File: config.mk
export PLATFORM = sky130hd
export DESIGN_NAME = aics_top
export DESIGN_NICKNAME = d
export VERILOG_FILES = /design/src/design/aics_top.v /design/src/design/aics_decode.v
export VERILOG_INCLUDE_DIRS = /design/src /design/src/design
export SDC_FILE = /design/constraint.sdc
export NUM_CORES = 1
export LEC_CHECK = 0
export BUFFER_PORTS_ARGS = -buffer_cell sky130_fd_sc_hd__clkbuf_2
export CAP_MARGIN = 20
export CORE_MARGIN = 1.5
export CORE_UTILIZATION = 48
export DETAILED_ROUTE_END_ITERATION = 10
export PLACE_DENSITY = 0.76
export SLEW_MARGIN = 20
export SYNTH_ARGS = -nofsm -noshare
export SYNTH_HDL_FRONTEND = slang
export SYNTH_HIERARCHICAL = 1
export SYNTH_SLANG_ARGS = --single-unit
File: constraint.sdc
create_clock -name aclk -period 2.73 [get_ports aclk]
set_input_delay 0.273 -clock aclk [delete_from_list [all_inputs] [get_ports aclk]]
set_output_delay 0.273 -clock aclk [all_outputs]
set_load 0.01 [all_outputs]
File: src/design/aics_regs.vh
// register offsets, field layout and reset values of the converter input selection bank
`ifndef AICS_REGS_VH
`define AICS_REGS_VH

// ----------------------------------------------------------------
// register offsets, printed offsets are word indices
// ----------------------------------------------------------------
`define AICS_POS_SEL_IDX   16'h1D1F
`define AICS_NEG_SEL_IDX   16'h1D20
`define AICS_ADDR_W        18

// ----------------------------------------------------------------
// fields and reset values
// ----------------------------------------------------------------
`define AICS_CODE_W        6
`define AICS_CODE_MSB      5
`define AICS_CODE_RST      6'h00

// ----------------------------------------------------------------
// selection vector layout
// ----------------------------------------------------------------
`define AICS_SEL_W         43
`define AICS_SEL_PORTA     0
`define AICS_SEL_PORTB     8
`define AICS_SEL_PORTC     16
`define AICS_SEL_PORTD     24
`define AICS_SEL_PORTE     32
`define AICS_SEL_GND_SENSE 35
`define AICS_SEL_AMP       36
`define AICS_SEL_AGND      37
`define AICS_SEL_TEMP      38
`define AICS_SEL_DAC1      39
`define AICS_SEL_DAC2      40
`define AICS_SEL_REF1      41
`define AICS_SEL_REF2      42

// ----------------------------------------------------------------
// axi responses
// ----------------------------------------------------------------
`define AICS_RESP_OKAY     2'h0
`define AICS_RESP_SLVERR   2'h2

`endif

File: src/design/aics_top.v
// converter input selection registers behind an axi4-lite slave
//
// Operation
// - A positive input selection register at index 0x1D1F holds a six-bit code reset to zero.
// - Positive codes 0 to 23 pick port A, B, then C pins 0 to 7 in order.
// - Positive codes 24 to 34 pick port D pins then port E pins 0 to 2, and 35 the ground-sense pin.
// - Positive codes 57 to 63 pick amplifier, analog ground, temperature, both DACs and both references.
// - Positive codes 36 to 56 connect nothing.
// - A negative input selection register at index 0x1D20 holds a six-bit code reset to zero.
// - Negative codes 57 to 63 pick amplifier, ground, temperature, DACs and reference buffers.
// - Negative port pins come only from a fixed list of low codes and all else connects nothing.
// - Port D and E selections work only on the larger package variants.
//
// Our own choice: register access over AXI4-Lite.
`timescale 1ns/1ps
`default_nettype none
`include "aics_regs.vh"

module aics_top (
  // clock and reset
  input  wire                   aclk,
  input  wire                   aresetn,
  // package variant strap, static
  input  wire                   large_package,
  // axi4-lite write address
  input  wire [`AICS_ADDR_W-1:0] s_axi_awaddr,
  input  wire [2:0]             s_axi_awprot,
  input  wire                   s_axi_awvalid,
  output wire                   s_axi_awready,
  // axi4-lite write data
  input  wire [31:0]            s_axi_wdata,
  input  wire [3:0]             s_axi_wstrb,
  input  wire                   s_axi_wvalid,
  output wire                   s_axi_wready,
  // axi4-lite write response
  output reg  [1:0]             s_axi_bresp,
  output reg                    s_axi_bvalid,
  input  wire                   s_axi_bready,
  // axi4-lite read address
  input  wire [`AICS_ADDR_W-1:0] s_axi_araddr,
  input  wire [2:0]             s_axi_arprot,
  input  wire                   s_axi_arvalid,
  output wire                   s_axi_arready,
  // axi4-lite read data
  output reg  [31:0]            s_axi_rdata,
  output reg  [1:0]             s_axi_rresp,
  output reg                    s_axi_rvalid,
  input  wire                   s_axi_rready,
  // analog multiplexer selections
  output wire [`AICS_SEL_W-1:0] pos_select,
  output wire [`AICS_SEL_W-1:0] neg_select,
  // live codes
  output wire [`AICS_CODE_MSB:0] positive_channel_code,
  output wire [`AICS_CODE_MSB:0] negative_channel_code
);

  // ----------------------------------------------------------------
  // register bank
  // ----------------------------------------------------------------
  reg [`AICS_CODE_MSB:0] pos_code_reg;
  reg [`AICS_CODE_MSB:0] neg_code_reg;
  reg [`AICS_SEL_W-1:0]  pos_sel_reg;
  reg [`AICS_SEL_W-1:0]  neg_sel_reg;
  reg                    aw_held_reg;
  reg                    w_held_reg;
  reg [`AICS_ADDR_W-1:0] aw_addr_reg;
  reg [31:0]             w_data_reg;
  reg [3:0]              w_strb_reg;
  wire [`AICS_SEL_W-1:0] pos_sel_next;
  wire [`AICS_SEL_W-1:0] neg_sel_next;
  wire                   do_write;
  wire                   do_read;
  wire                   aw_take;
  wire                   w_take;
  wire [1:0]             wr_hit;
  wire [1:0]             rd_hit;
  wire                   code_lane;
  wire                   pos_wr_en;
  wire                   neg_wr_en;
  reg                    strap_meta_reg;
  reg                    strap_sync_reg;
  reg [1:0]              bresp_next;
  reg [31:0]             rdata_next;
  reg [1:0]              rresp_next;

  // ----------------------------------------------------------------
  // package strap synchroniser
  // ----------------------------------------------------------------
  // the strap is a pin, so it crosses two flops before the decoders use it;
  // it is meant to be static, so a change is only trusted across a reset
  always @(posedge aclk) begin
    strap_meta_reg <= large_package;
    strap_sync_reg <= strap_meta_reg;
  end

  // ----------------------------------------------------------------
  // address decode
  // ----------------------------------------------------------------
  function [1:0] reg_hit;
    input [`AICS_ADDR_W-1:0] a;
    begin
      if (a == {`AICS_POS_SEL_IDX, 2'b00}) begin
        reg_hit = 2'b01;
      end else if (a == {`AICS_NEG_SEL_IDX, 2'b00}) begin
        reg_hit = 2'b10;
      end else begin
        reg_hit = 2'b00;
      end
    end
  endfunction

  // read value of a code register; the unused upper bits are tied low
  function [31:0] code_word;
    input [`AICS_CODE_MSB:0] c;
    begin
      code_word = {{(32-`AICS_CODE_W){1'b0}}, c};
    end
  endfunction

  // ----------------------------------------------------------------
  // handshakes and write enables
  // ----------------------------------------------------------------
  // address and data held until both are present, then answered
  assign s_axi_awready = !aw_held_reg && !s_axi_bvalid;
  assign s_axi_wready  = !w_held_reg && !s_axi_bvalid;
  assign s_axi_arready = !s_axi_rvalid;
  assign do_write      = aw_held_reg && w_held_reg && !s_axi_bvalid;
  assign aw_take       = s_axi_awvalid && s_axi_awready;
  assign w_take        = s_axi_wvalid && s_axi_wready;
  assign do_read       = s_axi_arvalid && s_axi_arready;
  assign wr_hit        = reg_hit(aw_addr_reg);
  assign rd_hit        = reg_hit(s_axi_araddr);
  // only the low byte lane carries code bits
  assign code_lane     = w_strb_reg[0];
  assign pos_wr_en     = do_write && code_lane && (wr_hit == 2'b01);
  assign neg_wr_en     = do_write && code_lane && (wr_hit == 2'b10);

  // ----------------------------------------------------------------
  // write address and data capture
  // ----------------------------------------------------------------
  // a take and a release never meet: ready is low while a beat is held
  always @(posedge aclk) begin
    if (!aresetn) begin
      aw_held_reg <= 1'b0;
      aw_addr_reg <= {`AICS_ADDR_W{1'b0}};
    end else if (aw_take) begin
      aw_held_reg <= 1'b1;
      aw_addr_reg <= s_axi_awaddr;
    end else if (do_write) begin
      aw_held_reg <= 1'b0;
    end
  end

  always @(posedge aclk) begin
    if (!aresetn) begin
      w_held_reg <= 1'b0;
      w_data_reg <= 32'h00000000;
      w_strb_reg <= 4'h0;
    end else if (w_take) begin
      w_held_reg <= 1'b1;
      w_data_reg <= s_axi_wdata;
      w_strb_reg <= s_axi_wstrb;
    end else if (do_write) begin
      w_held_reg <= 1'b0;
    end
  end

  // ----------------------------------------------------------------
  // write response
  // ----------------------------------------------------------------
  always @* begin
    bresp_next = `AICS_RESP_OKAY;
    if (wr_hit == 2'b00) begin
      bresp_next = `AICS_RESP_SLVERR;
    end
  end

  always @(posedge aclk) begin
    if (!aresetn) begin
      s_axi_bvalid <= 1'b0;
      s_axi_bresp  <= `AICS_RESP_OKAY;
    end else if (do_write) begin
      s_axi_bvalid <= 1'b1;
      s_axi_bresp  <= bresp_next;
    end else if (s_axi_bvalid && s_axi_bready) begin
      s_axi_bvalid <= 1'b0;
    end
  end

  // ----------------------------------------------------------------
  // code registers
  // ----------------------------------------------------------------
  always @(posedge aclk) begin
    if (!aresetn) begin
      pos_code_reg <= `AICS_CODE_RST;
      neg_code_reg <= `AICS_CODE_RST;
    end else begin
      // upper data bits are never stored, so they cannot be set
      if (pos_wr_en) begin
        pos_code_reg <= w_data_reg[`AICS_CODE_MSB:0];
      end
      if (neg_wr_en) begin
        neg_code_reg <= w_data_reg[`AICS_CODE_MSB:0];
      end
    end
  end

  // ----------------------------------------------------------------
  // read channel
  // ----------------------------------------------------------------
  // unmapped reads answer zero with an error, mapped ones never fail
  always @* begin
    rdata_next = 32'h00000000;
    rresp_next = `AICS_RESP_OKAY;
    case (rd_hit)
      2'b01:   rdata_next = code_word(pos_code_reg);
      2'b10:   rdata_next = code_word(neg_code_reg);
      default: rresp_next = `AICS_RESP_SLVERR;
    endcase
  end

  always @(posedge aclk) begin
    if (!aresetn) begin
      s_axi_rvalid <= 1'b0;
      s_axi_rdata  <= 32'h00000000;
      s_axi_rresp  <= `AICS_RESP_OKAY;
    end else if (do_read) begin
      s_axi_rvalid <= 1'b1;
      s_axi_rdata  <= rdata_next;
      s_axi_rresp  <= rresp_next;
    end else if (s_axi_rvalid && s_axi_rready) begin
      s_axi_rvalid <= 1'b0;
    end
  end

  // ----------------------------------------------------------------
  // selection decode, registered so the mux sees clean switching
  // ----------------------------------------------------------------
  aics_decode #(
    .NEGATIVE (0)
  ) u_pos_decode (
    .code          (pos_code_reg),
    .large_package (strap_sync_reg),
    .sel           (pos_sel_next)
  );

  aics_decode #(
    .NEGATIVE (1)
  ) u_neg_decode (
    .code          (neg_code_reg),
    .large_package (strap_sync_reg),
    .sel           (neg_sel_next)
  );

  always @(posedge aclk) begin
    if (!aresetn) begin
      pos_sel_reg <= {`AICS_SEL_W{1'b0}};
      neg_sel_reg <= {`AICS_SEL_W{1'b0}};
    end else begin
      pos_sel_reg <= pos_sel_next;
      neg_sel_reg <= neg_sel_next;
    end
  end

  assign pos_select            = pos_sel_reg;
  assign neg_select            = neg_sel_reg;
  assign positive_channel_code = pos_code_reg;
  assign negative_channel_code = neg_code_reg;

endmodule
`default_nettype wire

File: src/design/aics_decode.v
// one-hot decoder from a six-bit channel code to the analog multiplexer selection
`timescale 1ns/1ps
`default_nettype none
`include "aics_regs.vh"

module aics_decode #(
  parameter NEGATIVE = 0
) (
  // code and variant
  input  wire [`AICS_CODE_MSB:0] code,
  input  wire                    large_package,
  // selection
  output reg  [`AICS_SEL_W-1:0]  sel
);

  // ----------------------------------------------------------------
  // negative side port pin whitelist
  // ----------------------------------------------------------------
  function neg_pin_ok;
    input [5:0] c;
    begin
      case (c)
        6'h01, 6'h03, 6'h05, 6'h06, 6'h08, 6'h0A, 6'h0C, 6'h0E, 6'h11, 6'h13, 6'h16,
        6'h1A, 6'h1B, 6'h1D, 6'h1F, 6'h21: neg_pin_ok = 1'b1;
        default: neg_pin_ok = 1'b0;
      endcase
    end
  endfunction

  // ----------------------------------------------------------------
  // decode
  // ----------------------------------------------------------------
  always @* begin
    sel = {`AICS_SEL_W{1'b0}};
    if (code <= 6'h22) begin
      // port pins map linearly onto the vector
      if ((NEGATIVE == 0) || neg_pin_ok(code)) begin
        // port d and e pins only exist on the larger package
        if ((code < 6'h18) || large_package) begin
          sel[code] = 1'b1;
        end
      end
    end else begin
      case (code)
        6'h23: begin
          if (NEGATIVE == 0) begin
            sel[`AICS_SEL_GND_SENSE] = 1'b1;
          end
        end
        6'h39: sel[`AICS_SEL_AMP]  = 1'b1;
        6'h3A: sel[`AICS_SEL_AGND] = 1'b1;
        6'h3B: sel[`AICS_SEL_TEMP] = 1'b1;
        6'h3C: sel[`AICS_SEL_DAC1] = 1'b1;
        6'h3D: sel[`AICS_SEL_DAC2] = 1'b1;
        6'h3E: sel[`AICS_SEL_REF1] = 1'b1;
        6'h3F: sel[`AICS_SEL_REF2] = 1'b1;
        // reserved codes leave the input floating
        default: sel = {`AICS_SEL_W{1'b0}};
      endcase
    end
  end

endmodule
`default_nettype wire

==> impl_metrics.tcl <==
set metrics [dict create \
    status "complete, no violations" \
    post-route-period-util_pct 71.6 \
    die_w_um 110 \
    ys_seq_elements 137 \
    drive_gt1_share_pct 27.7 \
    die-area_um2 12200 \
    clk_pin_slew_ns 0.06 \
    post_cts_resized 0 \
    clkLatencyLatePin_ns 0.41 \
    maxSlewHeadroom_pct 43.9 \
    critical_path.slowest_cell "a2111oi_4" \
    hold_path_class "in -> reg" \
    wl_per_cell_um 13.0 \
    drc 0 \
    cp_cell_sequence "inv_1 > ha_1 > a211oi_1 > nor3_2 > a2111oi_4 > nor3_1 > and2_1" \
    synth_edf_count 0 \
    r2r.worst_path.cells 7 \
    cts-htree-levels 4 \
    r2r_end "neg_select[33]$_SDFF_PN0_" \
    fin_nets 832 \
    p_leak_nw 3.07 \
    critPathCaptureType "register" \
    fin_skew_ns 0.0126 \
    path_class "reg -> reg" \
    cts_hold_buffers 1 \
    r2r-start "negative_channel_code[0]$_SDFFE_PN0P_" \
    firstDrtPassIters 5 \
    first_global_vias 3921 \
    synthCells 592 \
    antenna_found_initial 0 \
    powerDensity_nw_per_um2 657 \
    min_path_cells 3 \
    setup_viol 0 \
    fp.dieH_um 110 \
    synthArstFlopShare_pct 0 \
    place_congestion 0.871 \
    synth_area_um2 5520 \
    required_ns 3.03 \
    diodes 0 \
    vdd_ir_drop_max_v 0.000422 \
    overflow 0 \
    grtUsageTotal_pct 19.5 \
    vias 4322 \
    dp.cells 862 \
    routed-wl-met3_um 891 \
    synth.top_cell.area_share_pct 49.7 \
    synth_cell_type_count 49 \
    wl_met1_mm 5.02 \
    finalCriticalPeriod_ns 1.95 \
    numPortBuffers 161 \
    dp.final_hpwl_mm 8.39 \
    yosys-top-cells-count "137 x dfxtp_1, 95 x and2_1, 62 x nand2_1, 52 x nor2_1, 41 x buf_4" \
    antenna_left 0 \
    ys_seq_area_share_pct 49.7 \
    synthTopCellsByArea "dfxtp_1 50%, and2_1 11%, buf_4 5.6%" \
    syn_avg_cell_area_um2 9.32 \
    cts_tree "built" \
    post_drt_via_cell_ratio 4.83 \
    ios 225 \
    rsz0062_at_grt "false" \
    post-cts-setup-buffers 0 \
    clock-sinks 137 \
    drt_iter0_markers 213 \
    max_stage_delay_ns 0.46 \
    final_cells 895 \
    tns_ns 0 \
    timing.hold.ws_ns 0.0827 \
    area_growth_pct 23.3 \
    rrSetupSlack_ns 0.78 \
    max_freq_mhz 512 \
    cap_violations 0 \
    cts_buffers 17 \
    synth_top_area_cell "dfxtp_1" \
    cts_buffer_depth 2 \
    yosysWarnings 6 \
    ys.flop_type "dfxtp_1" \
    holdPathEnd "aw_addr_reg[7]$_SDFFE_PN0P_" \
    maxSlewViolCount 0 \
    critPathLaunchType "register" \
    core.rowCount 38 \
    grt_pass1_wl_mm 18.2 \
    highest_layer "met4" \
    worst_ep_arrival_time_ns 2.25 \
    hold_viol_final 0 \
    grt_start_max_net_pins 57 \
    worst-path-buf-inv 1 \
    min_from "s_axi_awaddr[7]" \
    initial_core_util_pct 50.0 \
    crit_family "compound AO/OA/AOI/OAI gates" \
    worst_pin_slew_ns 0.840 \
    synth.most_common_cell "dfxtp_1" \
    met2WireLength_mm 5.43 \
    crit_path_max_fanout 5 \
    wl_mm 11.6 \
    cts-root-buf "clkbuf_16" \
    design.core.area_um2 11000 \
]
[where the power goes]
part	internal [mW]	leakage (nW)	switching [mW]
Clock	1.31	0.273	0.861
Combinational	0.0959	1.68	0.130
Sequential	2.05	1.11	0.0285
Total	3.46	3.07	1.02
[how the worst max path moves through the flow]
| stage | startpoint | end | slack [ns] | cells after the start |
|---|---|---|---|---|
| global placement | negative_channel_code[0]$_SDFFE_PN0P_ | neg_select[32]$_SDFF_PN0_ | 0.82 | 7 |
| CTS | negative_channel_code[0]$_SDFFE_PN0P_ | neg_select[33]$_SDFF_PN0_ | 0.78 | 7 |
| global route | negative_channel_code[0]$_SDFFE_PN0P_ | neg_select[34]$_SDFF_PN0_ | 0.63 | 7 |
| detailed placement | negative_channel_code[0]$_SDFFE_PN0P_ | neg_select[33]$_SDFF_PN0_ | 0.80 | 7 |
| finish | negative_channel_code[0]$_SDFFE_PN0P_ | neg_select[33]$_SDFF_PN0_ | 0.78 | 7 |
| floorplan | negative_channel_code[1]$_SDFFE_PN0P_ | neg_select[34]$_SDFF_PN0_ | 0.48 | 8 |
[area by class of cell]
cell class	count	area, um2
clock buffer	20	457
sequential	137	2740
clock inverter	12	115
fill	953	4220
inverter	5	18.8
multi-input combinational	414	2440
tap	140	175
timing repair buffer	167	856
[layout by cell type (no fill, tap or decap), types with 4 or more instances in the layout]
master     Yosys  final
buf_4         41      6
ha_1           4      4
mux2i_1       21     21
nand3b_1       6      6
inv_1          5      5
or3b_1         5      5
nor4_1         4      4
or3_1          5      5
and2_1        95     95
clkbuf_16      0     17
conb_1         2     40
nor2b_1       10     10
a31oi_1        6      6
nor3_1        16     16
a21boi_1      20     20
o21ai_0        9      9
nand3_1       18     18
dfxtp_1      137    137
a21oi_1        5      5
clkbuf_2       0    160
nor2_1        52     52
nand2_1       62     62
[cell families (layout without fill, tap and decap cells)]
kind of cell             count (synthesis)  in the layout  share of synthesized area (%)
AO/OA/AOI/OAI                           47             47                           6.05
adder cells (fa/ha/maj)                  4              4                          0.907
buffers and inverters                   79            204                           8.61
flip-flops                             137            137                           49.7
multiplexers                            21             21                           3.81
other                                    2             40                          0.136
AND/OR/NAND/NOR                        302            302                           30.8
[worst reg2reg max path: cells and delay by family, from the launching register on]
| kind | cells | cell delay, ns |
|---|---|---|
| flops | 1 | 0.32 |
| fa+ha+maj | 1 | 0.33 |
| buf+inv | 1 | 0.10 |
| compound gates | 2 | 0.74 |
| simple gates | 3 | 0.38 |
[through the flow]
stage,worst slack [ns],util (%),instance area [um2],power (mW)
global placement,0.818,56.5,6230,2.34
CTS,0.778,61.7,6810,4.51
detailed placement,0.797,56.5,6230,2.35
global route,0.627,61.7,6810,4.64
finish,0.777,61.7,6810,4.48
floorplan,0.477,-,5660,2.31
[routing by layer]
layer	global-route usage, %	up-vias
li1	-	2169
met1	23.6	1958
met2	31.5	174
met3	6.35	21
met4	8.88	0
met5	0	-
Note: power is estimated with default switching activity, not from simulation.
